==> src/lpd_params.svh <==
// Constants for the power-down and impedance calibration block.
`ifndef LPD_PARAMS_SVH
`define LPD_PARAMS_SVH
`define CAL_MODE_ADDR 8'h0A
`define CAL_CODE_INIT 8'hFF
`define CAL_CODE_LONG 8'hAB
`define CAL_CODE_SHORT 8'h56
`define CAL_CODE_RESET 8'hC3
`define CLK_PERIOD_NS 50
`define INIT_CAL_NS 1000
`define LONG_CAL_NS 360
`define SHORT_CAL_NS 90
`define INIT_CAL_CYC ((`INIT_CAL_NS + `CLK_PERIOD_NS - 1) / `CLK_PERIOD_NS)
`define LONG_CAL_CYC ((`LONG_CAL_NS + `CLK_PERIOD_NS - 1) / `CLK_PERIOD_NS)
`define SHORT_CAL_CYC ((`SHORT_CAL_NS + `CLK_PERIOD_NS - 1) / `CLK_PERIOD_NS)
`define CAL_CNT_W 8
`endif

==> src/lpd_pkg.sv <==
// Types shared by the power-down and impedance calibration block.
package lpd_pkg;
  typedef enum logic [2:0] {st_idle, st_active, st_cal, st_idle_pd, st_active_pd, st_deep} pwr_state_e;
  typedef enum logic [1:0] {imp_default, imp_calibrated} imp_state_e;
endpackage

==> src/lpd_core.sv <==
// Device-side power-down, deep power-down and impedance calibration logic.
`timescale 1ns/10ps
`include "lpd_params.svh"
module lpd_core import lpd_pkg::*; #(
  parameter int INIT_CYC = `INIT_CAL_CYC,
  parameter int LONG_CYC = `LONG_CAL_CYC,
  parameter int SHORT_CYC = `SHORT_CAL_CYC
) (
  input wire logic ref_clk,
  input wire logic rst_n,
  input wire logic clk_gate,
  input wire logic select_n,
  input wire logic [3:0] cmd_rise,
  input wire logic [7:0] mode_addr,
  input wire logic [7:0] mode_data,
  input wire logic row_open,
  input wire logic impedance_ref_pin,
  input wire logic init_done,
  output logic buffers_on,
  output logic pd_idle,
  output logic pd_active,
  output logic in_deep_sleep,
  output logic need_reinit,
  output logic cal_busy,
  output logic refresh_allowed,
  output logic impedance_calibrated
);
  logic [14:0] sync_in;
  logic [14:0] sync_out;
  logic gate;
  logic sel_n;
  logic [3:0] cmd;
  logic [7:0] maddr;
  logic ref_tied;
  logic open;
  pwr_state_e state;
  logic [`CAL_CNT_W-1:0] cal_cnt;
  logic cal_req;
  logic [`CAL_CNT_W-1:0] cal_len;
  logic imp_reset_req;
  logic last_nop;
  logic cmd_strobe;

  // Mode data bypasses the synchroniser and is used directly, unlike the address; it is held stable by the controller.
  assign sync_in = {clk_gate, select_n, cmd_rise, mode_addr, impedance_ref_pin};
  cmd_sync #(.W(15)) u_sync (
    .ref_clk(ref_clk),
    .rst_n(rst_n),
    .din(sync_in),
    .dout(sync_out)
  );
  assign gate = sync_out[14];
  assign sel_n = sync_out[13];
  assign cmd = sync_out[12:9];
  assign maddr = sync_out[8:1];
  assign ref_tied = sync_out[0];
  assign open = row_open;

  function automatic logic is_mode_write(input logic s_n, input logic [3:0] c);
    return !s_n && (c == 4'h0);
  endfunction

  function automatic logic is_nop(input logic s_n, input logic [3:0] c);
    return s_n || (c[2:0] == 3'h7);
  endfunction

  // The controller holds a command for several cycles so that it passes the synchroniser.
  // It counts once, on the first cycle it is seen, so a held mode write cannot start a second calibration.
  always_ff @(posedge ref_clk) begin
    if (!rst_n) begin
      last_nop <= 1'b1;
    end else begin
      last_nop <= is_nop(sel_n, cmd);
    end
  end
  assign cmd_strobe = !is_nop(sel_n, cmd) && last_nop;

  // Calibration decode; a tied reference pin makes all calibration codes ignored.
  always_comb begin
    cal_req = 1'b0;
    imp_reset_req = 1'b0;
    cal_len = '0;
    if (gate && state == st_idle && cmd_strobe && is_mode_write(sel_n, cmd) &&
        maddr == `CAL_MODE_ADDR && !ref_tied) begin
      case (mode_data)
        `CAL_CODE_INIT: begin
          cal_req = 1'b1;
          cal_len = `CAL_CNT_W'(INIT_CYC);
        end
        `CAL_CODE_LONG: begin
          cal_req = 1'b1;
          cal_len = `CAL_CNT_W'(LONG_CYC);
        end
        `CAL_CODE_SHORT: begin
          cal_req = 1'b1;
          cal_len = `CAL_CNT_W'(SHORT_CYC);
        end
        `CAL_CODE_RESET: imp_reset_req = 1'b1;
        default: begin
          cal_req = 1'b0;
        end
      endcase
    end
  end

  // Power state machine.
  always_ff @(posedge ref_clk) begin
    if (!rst_n) begin
      state <= st_idle;
    end else begin
      case (state)
        st_idle, st_active: begin
          if (!gate && !sel_n && cmd[2:0] == 3'h3) begin
            state <= st_deep;
          end else if (!gate && sel_n) begin
            state <= open ? st_active_pd : st_idle_pd;
          end else if (cal_req) begin
            state <= st_cal;
          end else begin
            state <= open ? st_active : st_idle;
          end
        end
        st_cal: begin
          if (cal_cnt == `CAL_CNT_W'(1)) begin
            state <= st_idle;
          end
        end
        st_idle_pd, st_active_pd: begin
          if (gate && sel_n) begin
            state <= (state == st_active_pd) ? st_active : st_idle;
          end
        end
        st_deep: begin
          if (init_done) begin
            state <= st_idle;
          end
        end
        default: state <= st_idle;
      endcase
    end
  end

  always_ff @(posedge ref_clk) begin
    if (!rst_n) begin
      cal_cnt <= '0;
    end else if (state != st_cal && cal_req) begin
      cal_cnt <= cal_len;
    end else if (cal_cnt != '0) begin
      cal_cnt <= cal_cnt - `CAL_CNT_W'(1);
    end
  end

  always_ff @(posedge ref_clk) begin
    if (!rst_n) begin
      impedance_calibrated <= 1'b0;
    end else if (state == st_cal && cal_cnt == `CAL_CNT_W'(1)) begin
      impedance_calibrated <= 1'b1;
    end else if (imp_reset_req || state == st_deep) begin
      impedance_calibrated <= 1'b0;
    end
  end

  // Outputs are registered decodes of the state; need_reinit is also gated by init_done.
  always_ff @(posedge ref_clk) begin
    if (!rst_n) begin
      buffers_on <= 1'b1;
      pd_idle <= 1'b0;
      pd_active <= 1'b0;
      in_deep_sleep <= 1'b0;
      need_reinit <= 1'b0;
      cal_busy <= 1'b0;
      refresh_allowed <= 1'b1;
    end else begin
      buffers_on <= !(state inside {st_idle_pd, st_active_pd, st_deep});
      pd_idle <= state == st_idle_pd;
      pd_active <= state == st_active_pd;
      in_deep_sleep <= state == st_deep;
      need_reinit <= (state == st_deep) && !init_done;
      cal_busy <= state == st_cal;
      refresh_allowed <= state inside {st_idle, st_active};
    end
  end

  a_cal_gate_high: assert property (@(posedge ref_clk) disable iff (!rst_n)
    state == st_cal |-> gate) else $error("gate low during calibration");
  a_cal_nop_only: assert property (@(posedge ref_clk) disable iff (!rst_n)
    state == st_cal |-> !cmd_strobe) else $error("command during calibration");
  a_pd_entry: assert property (@(posedge ref_clk) disable iff (!rst_n)
    state == st_idle && !gate && sel_n && !open |=> state == st_idle_pd ##1 !buffers_on)
    else $error("power-down entry missed");
  a_active_pd: assert property (@(posedge ref_clk) disable iff (!rst_n)
    state == st_active && !gate && sel_n && open |=> ##1 pd_active) else $error("active pd wrong");
  a_deep_entry: assert property (@(posedge ref_clk) disable iff (!rst_n)
    state == st_idle && !gate && !sel_n && cmd[2:0] == 3'h3 |=> ##1 in_deep_sleep && need_reinit)
    else $error("deep sleep entry missed");
  a_tied_ignore: assert property (@(posedge ref_clk) disable iff (!rst_n)
    ref_tied |=> state != st_cal || $past(state) == st_cal) else $error("tied pin calibrated");
  a_no_refresh_pd: assert property (@(posedge ref_clk) disable iff (!rst_n)
    pd_idle || pd_active |-> !refresh_allowed) else $error("refresh in power-down");
  a_reset_default: assert property (@(posedge ref_clk) disable iff (!rst_n)
    imp_reset_req && state == st_idle |=> !impedance_calibrated && state == st_idle)
    else $error("impedance reset wrong");
  a_pd_exit: assert property (@(posedge ref_clk) disable iff (!rst_n)
    state == st_idle_pd && gate && sel_n |=> state == st_idle ##1 buffers_on) else $error("pd exit");
  c_cal_done: cover property (@(posedge ref_clk) disable iff (!rst_n) state == st_cal ##1 state == st_idle);
  c_idle_pd: cover property (@(posedge ref_clk) disable iff (!rst_n) pd_idle);
  c_deep: cover property (@(posedge ref_clk) disable iff (!rst_n) in_deep_sleep ##1 !in_deep_sleep);
endmodule // lpd_core

==> src/cmd_sync.sv <==
// Three-stage synchroniser with agreement filter for pin inputs.
`timescale 1ns/10ps
module cmd_sync #(
  parameter int W = 1
) (
  input wire logic ref_clk,
  input wire logic rst_n,
  input wire logic [W-1:0] din,
  output logic [W-1:0] dout
);
  logic [W-1:0] s1;
  logic [W-1:0] s2;
  logic [W-1:0] s3;
  always_ff @(posedge ref_clk) begin
    if (!rst_n) begin
      s1 <= '0;
      s2 <= '0;
      s3 <= '0;
    end else begin
      s1 <= din;
      s2 <= s1;
      s3 <= s2;
    end
  end
  // A bit changes only once the second and third stages agree.
  always_ff @(posedge ref_clk) begin
    if (!rst_n) begin
      dout <= '0;
    end else begin
      for (int i = 0; i < W; i++) begin
        if (s2[i] == s3[i]) begin
          dout[i] <= s3[i];
        end
      end
    end
  end
endmodule // cmd_sync

==> config.mk <==
export PLATFORM = sky130hd
export DESIGN_NAME = lpd_core
export DESIGN_NICKNAME = d
export VERILOG_FILES = /design/src/lpd_pkg.sv /design/src/lpd_core.sv /design/src/cmd_sync.sv
export VERILOG_INCLUDE_DIRS = /design/src
export SDC_FILE = /design/constraint.sdc
export NUM_CORES = 1
export LEC_CHECK = 0
export BUFFER_PORTS_ARGS = -buffer_cell sky130_fd_sc_hd__buf_2
export CORE_MARGIN = 2
export CORE_UTILIZATION = 50
export CTS_CLUSTER_SIZE = 28
export DETAILED_ROUTE_END_ITERATION = 10
export GPL_TIMING_DRIVEN = 0
export PLACE_DENSITY = 0.73
export SLEW_MARGIN = 20
export SYNTH_ARGS = -nofsm -noshare
export SYNTH_HDL_FRONTEND = slang
export SYNTH_HIERARCHICAL = 1
export SYNTH_SLANG_ARGS = --single-unit
==> constraint.sdc <==
create_clock -name ref_clk -period 1.7 [get_ports ref_clk]
set_clock_uncertainty 0.1 [all_clocks]
set_input_delay 0.085 -clock ref_clk [delete_from_list [all_inputs] [get_ports ref_clk]]
set_output_delay 0.085 -clock ref_clk [all_outputs]
set_load 0.005 [all_outputs]
==> flow_summary.json, run 1 <==
{
  "outcome": "complete, no violations",
  "slew_headroom_pct": 64.5,
  "min_period_ns": 1.63,
  "finalMaxSlewViolations": 0,
  "crit_path_max_incr_delay_ns": 0.33,
  "synth_seq_area_share_pct": 54.6,
  "required_time_at_the_worst_slack_endpoint_ns": 1.83,
  "synthCells": 293,
  "ant_nets": 0,
  "cts_tree": "yes",
  "ys_ff_latch": 80,
  "timing.final.hold_violations": 0,
  "dr_vias": 2323,
  "synth-edff-count": 0,
  "drive_above_1_share_pct": 22.5,
  "cells_after_dpl": 398,
  "num_clock_sinks": 80,
  "hold_path.class": "in -> reg",
  "detail_route.iter0.violations": 67,
  "maxCapViolCount": 0,
  "cp_slowest_cell": "dfxtp_1",
  "grt.overflow.total": 0,
  "routed_wire_length_per_instance_um": 13.0,
  "design.core.area_um2": 5570,
  "period_utilisation_layout_pct": 95.8,
  "floorplan.die_area_um2": 6490,
  "area_growth_pct": 31.3,
  "drt-vias-per-instance": 5.16,
  "row_count": 27,
  "post-layout-total-power_uw": 4200,
  "irDropWorstVdd_mv": 0.624,
  "dr.pass1.iters": 4,
  "clock_path_buffers": 2,
  "rsz0062_at_grt": "yes",
  "crit_path_max_fanout": 10,
  "track_usage_pct": 20.2,
  "drt_drc_violations_left": 0,
  "largest_net_degree_at_the_start_of_global_routing": 16,
  "worstMarginPinSlew_ns": 0.528,
  "post-dp-hpwl_um": 3750,
  "port_buffers": 33,
  "worst_setup_hold_path_clk_slew_ns": 0.08,
  "htree_levels": 3,
  "final_cells": 450,
  "die_x_um": 80.6,
  "criticalPathCategory": "reg -> reg",
  "die_height_um": 80.6,
  "antenna_cells_inserted": 0,
  "final-setup-viol-count": 0,
  "endpoint_kind": "flop",
  "synth_top_flop_cell": "dfxtp_1",
  "cp.buffers_inverters": 1,
  "path_cells": "clkbuf_2, nor4bb_1, nand4_1, nor4_2, o21ai_1",
  "synth_nets": 322,
  "synth_cell_types": 52,
  "routabilityCongestion": 0.810,
  "path_delay_family": "simple AND/OR/NAND/NOR gates",
  "synth-warning-count": 6,
  "finalNetCount": 402,
  "maxClockFrequency_ghz": 0.614,
  "cts_made_buffers": 9,
  "floorplan.initialDensity_pct": 52.6,
  "clk-insertion-delay-late_ns": 0.35,
  "floorplan.io_pins": 35,
  "cts-root-buf": "clkbuf_8",
  "number_of_antenna_violations_at_the_first_check_in_global_routing": 0,
  "grt_pass1_wl_um": 10000,
  "startpoint_type": "flop",
  "syn_area_um2": 2930,
  "cp_data_arrival_time_ns": 1.76,
  "pwr_density_cell_nw_per_um2": 1090,
  "drt-total-wl_um": 5850,
  "async_s_r_ff_share_synth_pct": 0,
  "vias_in_the_first_global_route": 2327,
  "cellLeakagePower_uw": 0.00158,
  "post_synth.cell_area_avg_um2": 10.0
}
[Yosys cell counts (all sizes together) (2+ instances only)]
cell type / count / share of area [%]
dfxtp: 80 / 55
and2: 46 / 9.8
nand2: 26 / 3.6
o21ai: 22 / 3.8
a21boi: 15 / 3.8
nor2: 13 / 1.7
nand3: 11 / 1.9
clkbuf: 7 / 1.1
buf: 6 / 1.4
nor3: 6 / 1.0
and3: 5 / 1.1
nor4: 5 / 1.6
nand4: 4 / 1.1
a21oi: 3 / 0.51
inv: 3 / 0.38
nand3b: 3 / 0.77
nor2b: 3 / 0.64
nor4b: 3 / 1.4
a32oi: 2 / 0.60
and4b: 2 / 0.68
ha: 2 / 0.85
o2111ai: 2 / 0.60
o31ai: 2 / 0.51
xor2: 2 / 0.60
[final cells by class]
class | count | area (um2)
buffer | 13 | 85.1
clock buffer | 10 | 138
clock inverter | 6 | 72.6
fill | 427 | 1730
inverter | 3 | 11.3
multi-input combinational | 197 | 1320
sequential | 80 | 1610
tap | 72 | 90.1
timing repair buffer | 69 | 523
[layout by cell type (no fill, tap or decap), drive strengths merged, types with 4 or more instances in the layout]
| master | count |
|---|---|
| and2 | 46 |
| and3 | 5 |
| a21boi | 15 |
| inv | 6 |
| clkbuf | 17 |
| dfxtp | 80 |
| o21ai | 22 |
| dlygate4sd3 | 35 |
| nor2 | 13 |
| nor3 | 6 |
| nand4 | 4 |
| nand3 | 11 |
| nor4 | 5 |
| buf | 40 |
| nand2 | 26 |
[per-stage QoR]
step,cell area [um2],setup WS [ns],hold slack [ns],TNS [ns],util (%)
5_1_grt,3850,-0.0298,0.0245,-0.0477,69.0
3_5_place_dp,3190,-0.227,0.172,-0.498,57.2
4_1_cts,3760,-0.00100,-0.0609,-0.00100,67.5
2_1_floorplan,2930,0.139,0.0618,0,-
3_3_place_gp,3190,-0.238,0.172,-0.342,57.2
6_report,3850,0.0709,0.0192,0,69.0
[logic make-up (layout without fill, tap and decap cells)]
logic type,Yosys count,after routing,synth area share [%]
AO/OA/AOI/OAI,57,57,13.1
XOR/XNOR,3,3,0.896
adder cells (fa/ha/maj),2,2,0.853
buffers and inverters,16,101,2.86
flip-flops,80,80,54.6
multiplexers,1,1,0.341
AND/OR/NAND/NOR,134,134,27.3
[report_power, final]
part,switching (uW),internal [uW]
clock network,706,736
registers,104,1990
logic,317,346
total,1130,3070
[worst paths after layout]
check / from / to / slack (ns) / cells after the start
setup / recovery: state[1] / impedance_calibrated / 0.07 / 5
hold / removal: mode_data[6] / cal_cnt[3] / 0.02 / 4
setup reg to reg: state[1] / impedance_calibrated / 0.07 / 5
hold reg to reg: u_sync/s1[7] / u_sync/s2[7] / 0.33 / 1
[tightest hold or removal path: stages]
cell	delay, ns
buf_2	0.13
nor3_2	0.05
nand3_1	0.09
mux2i_1	0.07
[timing repair]
action,in CTS,in global routing
buffers inserted,0,1
endpoints found under the hold margin,64,1
hold buffers,34,1
endpoints found under the setup margin,10,7
pin swaps,2,6
resized for setup,7,22
[per-layer routing]
layer / global-route usage (%) / share of wire, %
met1: 22.0 / 43
met3: 4.04 / 3.7
met5: 0 / 0
met2: 36.8 / 51
met4: 10.3 / 2.0
[sequential cells by signal, summed over array words and instances, names as in the netlist, 3 cells and up]
name	count
state	3
u_sync/dout	15
u_sync/s2	15
cal_cnt	8
u_sync/s1	15
u_sync/s3	15
Note: power is estimated with default switching activity, not from simulation.
==> run 2: changes to the inputs <==
--- a/config.mk
+++ b/config.mk
@@ -6,7 +6,7 @@
 export SDC_FILE = /design/constraint.sdc
 export NUM_CORES = 1
 export LEC_CHECK = 0
-export BUFFER_PORTS_ARGS = -buffer_cell sky130_fd_sc_hd__buf_2
+export BUFFER_PORTS_ARGS = -buffer_cell sky130_fd_sc_hd__buf_4
 export CORE_MARGIN = 2
 export CORE_UTILIZATION = 50
 export CTS_CLUSTER_SIZE = 28
==> run 2 against run 1 <==
Via count up 0.65%; fmax decreased by 2.2%; sequential power barely moved; largest cell class unchanged; largest power group unchanged.
==> flow_summary.json, run 2 (synthesized netlist as in run 1, its figures left out) <==
{
  "track_usage_pct": 20.1,
  "floorplan.initialDensity_pct": 52.6,
  "post-layout-total-power_uw": 4550,
  "num_clock_sinks": 80,
  "finalMaxSlewViolations": 0,
  "drt-vias-per-instance": 5.17,
  "worst_setup_hold_path_clk_slew_ns": 0.08,
  "largest_net_degree_at_the_start_of_global_routing": 14,
  "required_time_at_the_worst_slack_endpoint_ns": 1.84,
  "ant_nets": 0,
  "power_switching_share_pct": 23.8,
  "design.core.area_um2": 5570,
  "cp_data_arrival_time_ns": 1.80,
  "htree_levels": 3,
  "clock_path_buffers": 2,
  "p_switching_uw": 1080,
  "routed_wire_length_per_instance_um": 12.9,
  "seq_power_share_pct": 45.9,
  "timing.final.hold_violations": 0,
  "port_buffers": 33,
  "irDropWorstVdd_mv": 0.700,
  "dr_vias": 2338,
  "cts_tree": "yes",
  "p_int_uw": 3460,
  "clk-insertion-delay-late_ns": 0.35,
  "finalNetCount": 405,
  "vias_in_the_first_global_route": 2233,
  "routing_usage_on_met1_pct": 22.5,
  "clock_network_fraction_of_total_power_pct": 39.4,
  "detail_route.iter0.violations": 111,
  "die_x_um": 80.6,
  "area_growth_pct": 36.8,
  "number_of_antenna_violations_at_the_first_check_in_global_routing": 0,
  "routabilityCongestion": 0.776,
  "hold_path.class": "in -> reg",
  "pwr-share-comb_pct": 14.6,
  "slew_headroom_pct": 65.8,
  "cts_made_buffers": 9,
  "floorplan.die_area_um2": 6490,
  "floorplan.io_pins": 35,
  "rsz0062_at_grt": "yes",
  "final-setup-viol-count": 0,
  "min_period_ns": 1.67,
  "globalRoute.busiestLayer": "met2",
  "period_utilisation_layout_pct": 98.0,
  "grt.overflow.total": 0,
  "maxClockFrequency_ghz": 0.600,
  "post-dp-hpwl_um": 3670,
  "worstMarginPinSlew_ns": 0.508,
  "startpoint_type": "flop",
  "globalRouteMet2Util_pct": 34.3,
  "die_height_um": 80.6,
  "pwr_density_cell_nw_per_um2": 1130,
  "row_count": 27,
  "grt_pass1_wl_um": 9890,
  "cts-root-buf": "clkbuf_8",
  "crit_path_max_fanout": 6,
  "outcome": "complete, no violations",
  "mostFrequentLayoutCells": "dfxtp_1, and2_1, buf_4",
  "global_route.usage.met3_pct": 5.62,
  "postLayoutCoreUtil_pct": 71.9,
  "drive_above_1_share_pct": 21.6,
  "criticalPathCategory": "reg -> reg",
  "maxCapViolCount": 0,
  "antenna_cells_inserted": 0,
  "endpoint_kind": "flop",
  "dr.pass1.iters": 4,
  "drt_drc_violations_left": 0,
  "cellLeakagePower_uw": 0.00165,
  "drt-total-wl_um": 5830,
  "mostFrequentLayoutCell": "dfxtp_1"
}
[run 2: layer usage]
metal  up-vias  part of all wire, %
met4         0                  1.9
met3        11                  4.0
li1       1181                    -
met2        41                   50
met1      1105                   44
met5         -                    0
[run 2: layout make-up]
cell class | count | area (um2)
flip-flops and latches | 80 | 1610
fillers | 413 | 1560
multi-input cells | 197 | 1320
repair buffers | 72 | 633
clock inverters | 5 | 129
clock buffers | 10 | 128
well taps | 72 | 90.1
plain buffers | 13 | 88.8
inverters | 3 | 11.3
[run 2: worst paths after layout]
path	startpoint	endpoint	cells after the start	slack, ns
min	row_open	state[0]	3	0.004
min reg2reg	u_sync/s1[12]	u_sync/s2[12]	1	0.33
max	u_sync/dout[9]	impedance_calibrated	5	0.03
max reg2reg	u_sync/dout[9]	impedance_calibrated	5	0.03
[run 2: what timing repair did]
item                                   CTS  global route
resized for setup                        6            23
setup endpoints to repair                5            12
buffers inserted                         0             2
hold buffers                            37             0
cloned                                   0             0
pin swaps                                0             7
endpoints found under the hold margin   64             0
[run 2: through the flow]
step / setup slack [ns] / cell area, um2 / setup TNS, ns / cells / hold slack (ns)
detailed placement: -0.245 / 3270 / -0.395 / 398 / 0.160
global placement: -0.211 / 3270 / -0.290 / 398 / 0.163
finish: 0.0345 / 4010 / 0 / 452 / 0.00402
floorplan: 0.139 / 2930 / 0 / 293 / 0.0618
CTS: -0.0828 / 3920 / -0.0828 / 450 / 0.0133
global route: -0.0756 / 4010 / -0.0779 / 452 / 0.00617
[run 2: critical path, cell delays in order, from the launching register on]
cell	delay, ns
dfxtp_4	0.38
nor4_4	0.25
and4b_1	0.21
nand4_1	0.16
nor4_2	0.38
o21ai_1	0.09
[run 2: power by group through the flow]
stage | clock network (uW) | logic, uW | registers [uW]
4_1_cts | 1830 | 627 | 2080
6_report | 1790 | 664 | 2090
5_1_grt | 1900 | 742 | 2110
2_1_floorplan | 0 | 424 | 2100
3_3_place_gp | 0 | 537 | 2120
3_5_place_dp | 0 | 549 | 2120
==> run 3: changes to the inputs <==
--- a/config.mk
+++ b/config.mk
@@ -9,10 +9,12 @@
 export BUFFER_PORTS_ARGS = -buffer_cell sky130_fd_sc_hd__buf_4
 export CORE_MARGIN = 2
 export CORE_UTILIZATION = 50
+export CTS_BUF_LIST = sky130_fd_sc_hd__clkbuf_16
 export CTS_CLUSTER_SIZE = 28
 export DETAILED_ROUTE_END_ITERATION = 10
 export GPL_TIMING_DRIVEN = 0
-export PLACE_DENSITY = 0.73
+export PLACE_DENSITY = 0.77
+export REMOVE_ABC_BUFFERS = 1
 export SLEW_MARGIN = 20
 export SYNTH_ARGS = -nofsm -noshare
 export SYNTH_HDL_FRONTEND = slang
==> run 3 against run 2 <==
Cell count fell by 6.0%; routed wire length fell by 8.1%; clock power fell by 3%; first-iteration DRC count fell by 9.0%; sequential share of layout area rose by 2.3 points; fmax rose by 1.5%; global-route usage fell by 2.1 points; utilization fell by 3.6 points; combinational power fell by 4.8%; setup slack improved by 0.024 ns; largest cell class unchanged; largest power group unchanged.
==> flow_summary.json, run 3 (synthesized netlist as in run 1, its figures left out) <==
{
  "cts_made_buffers": 9,
  "finalNetCount": 377,
  "mostFrequentLayoutCell": "dfxtp_1",
  "final-setup-viol-count": 0,
  "port_buffers": 34,
  "hold_path.class": "in -> reg",
  "post-layout-total-power_uw": 4470,
  "area_growth_pct": 30.0,
  "cellLeakagePower_uw": 0.00150,
  "die_x_um": 80.6,
  "htree_levels": 3,
  "outcome": "complete, no violations",
  "clock_path_buffers": 2,
  "power_switching_share_pct": 26.3,
  "detail_route.iter0.violations": 101,
  "die_height_um": 80.6,
  "crit_path_max_fanout": 6,
  "final.setup.worst_slack_ns": 0.0587,
  "floorplan.io_pins": 35,
  "dr.pass1.iters": 4,
  "min_period_ns": 1.64,
  "vias_in_the_first_global_route": 2103,
  "slew_headroom_pct": 59.8,
  "mostFrequentLayoutCells": "dfxtp_1, and2_1, buf_4",
  "startpoint_type": "primary input",
  "design.core.area_um2": 5570,
  "criticalPathCategory": "in -> reg",
  "drt_drc_violations_left": 0,
  "dr_vias": 2237,
  "nFillCells": 420,
  "path_cells": "dlygate4sd3_1, buf_4, nor3_4, o2111ai_2, a211o_4, nand2_4, o22ai_1",
  "largest_net_degree_at_the_start_of_global_routing": 79,
  "irDropWorstVdd_mv": 0.702,
  "floorplan.initialDensity_pct": 52.6,
  "detailedPlace.worstSlack_ns": -0.114,
  "finalMaxSlewViolations": 0,
  "rsz0062_at_grt": "yes",
  "row_count": 27,
  "routed_wire_length_per_instance_um": 12.6,
  "cp_slowest_cell": "dlygate4sd3_1",
  "endpoint_kind": "flop",
  "num_clock_sinks": 80,
  "worst_setup_hold_path_clk_slew_ns": 0.06,
  "cp_data_arrival_time_ns": 1.76,
  "grt_pass1_wl_um": 9000,
  "antenna_cells_inserted": 0,
  "maxClockFrequency_ghz": 0.609,
  "post-dp-hpwl_um": 3200,
  "crit_path_max_incr_delay_ns": 0.56,
  "pwr-share-comb_pct": 14.1,
  "fin_worst_hold_slack_ns": 0.0204,
  "dpl_cell_area_um2": 3200,
  "cts-root-buf": "clkbuf_16",
  "clock_network_fraction_of_total_power_pct": 38.6,
  "grt.overflow.total": 0,
  "final_design_area_no_fill_um2": 3810,
  "path_delay_family": "buffers and inverters",
  "timing.final.hold_violations": 0,
  "clk-insertion-delay-late_ns": 0.33,
  "pwr_density_cell_nw_per_um2": 1170,
  "seq_power_share_pct": 47.2,
  "track_usage_pct": 18.0,
  "drive_above_1_share_pct": 22.1,
  "drt-total-wl_um": 5360,
  "period_utilisation_layout_pct": 96.5,
  "maxCapViolCount": 0,
  "ant_nets": 0,
  "number_of_antenna_violations_at_the_first_check_in_global_routing": 0,
  "drt-vias-per-instance": 5.26,
  "routabilityCongestion": 0.784,
  "cts_tree": "yes",
  "p_int_uw": 3300,
  "floorplan.die_area_um2": 6490,
  "p_switching_uw": 1170,
  "worstMarginPinSlew_ns": 0.603,
  "required_time_at_the_worst_slack_endpoint_ns": 1.82,
  "cp.buffers_inverters": 2
}
-- run 3: changes by cell type in the layout (fill, tap and decap cells not counted), moves of 2 or more --
cell	change
clkbuf_8	-9
clkbuf_1	-3
clkbuf_2	-4
bufinv_16	-4
clkinv_4	+3
dfxtp_4	+2
clkinvlp_4	+2
dfxtp_1	-3
clkbuf_16	+9
buf_6	-3
clkinv_1	+2
dlygate4sd3_1	-18
-- run 3: metrics by stage --
| stage | instances | setup TNS (ns) | util [%] |
|---|---|---|---|
| 6_report | 425 | 0 | 68.4 |
| 5_1_grt | 425 | -0.0527 | 68.4 |
| 4_1_cts | 422 | 0 | 66.6 |
| 3_5_place_dp | 386 | -0.345 | 57.5 |
| 3_3_place_gp | 386 | -0.207 | 57.5 |
| 2_1_floorplan | 280 | 0 | - |
-- run 3: path summary, 6_finish.rpt --
path / end / slack [ns] / from / cells past startpoint
worst min register to register: u_sync/s2[12] / 0.32 / u_sync/s1[12] / 1
worst min-delay path: cal_cnt[3] / 0.02 / mode_data[6] / 4
worst max register to register: cal_cnt[5] / 0.08 / cal_cnt[0] / 7
worst max-delay path: cal_cnt[4] / 0.06 / mode_data[2] / 7
-- run 3: tightest hold or removal path, stage by stage --
cell	delay, ns
buf_4	0.12
nor3_4	0.04
nand3_1	0.07
mux2i_1	0.08
-- run 3: final cells by class --
type	instances	area [um2]	share of cell area [%]
flip-flops and latches	80	1620	42.5
multi-input cells	197	1340	35.2
repair buffers	57	475	12.5
clock buffers	9	225	5.91
well taps	72	90.1	2.36
clock inverters	7	48.8	1.28
inverters	3	11.3	0.296
-- run 3: power by group through the flow --
| stage | Combinational, uW | Clock, uW | Sequential [uW] |
|---|---|---|---|
| floorplan | 395 | 0 | 2110 |
| global placement | 514 | 0 | 2120 |
| detailed placement | 533 | 0 | 2130 |
| CTS | 590 | 1770 | 2100 |
| global route | 702 | 1840 | 2130 |
| finish | 632 | 1730 | 2110 |
-- run 3: timing repair --
| item | CTS | global route |
|---|---|---|
| hold buffers | 19 | 0 |
| hold endpoints to repair | 18 | 0 |
| setup buffers | 1 | 3 |
| pin swaps | 1 | 7 |
| resized for setup | 12 | 14 |
| setup endpoints to repair | 8 | 11 |
-- run 3: per-layer routing --
layer,global-route usage [%],vias to the layer above,wire (um)
met5,0,-,0
met4,10.2,0,163
met3,4.38,17,171
met2,29.7,40,2610
met1,21.2,1047,2410
li1,-,1133,-
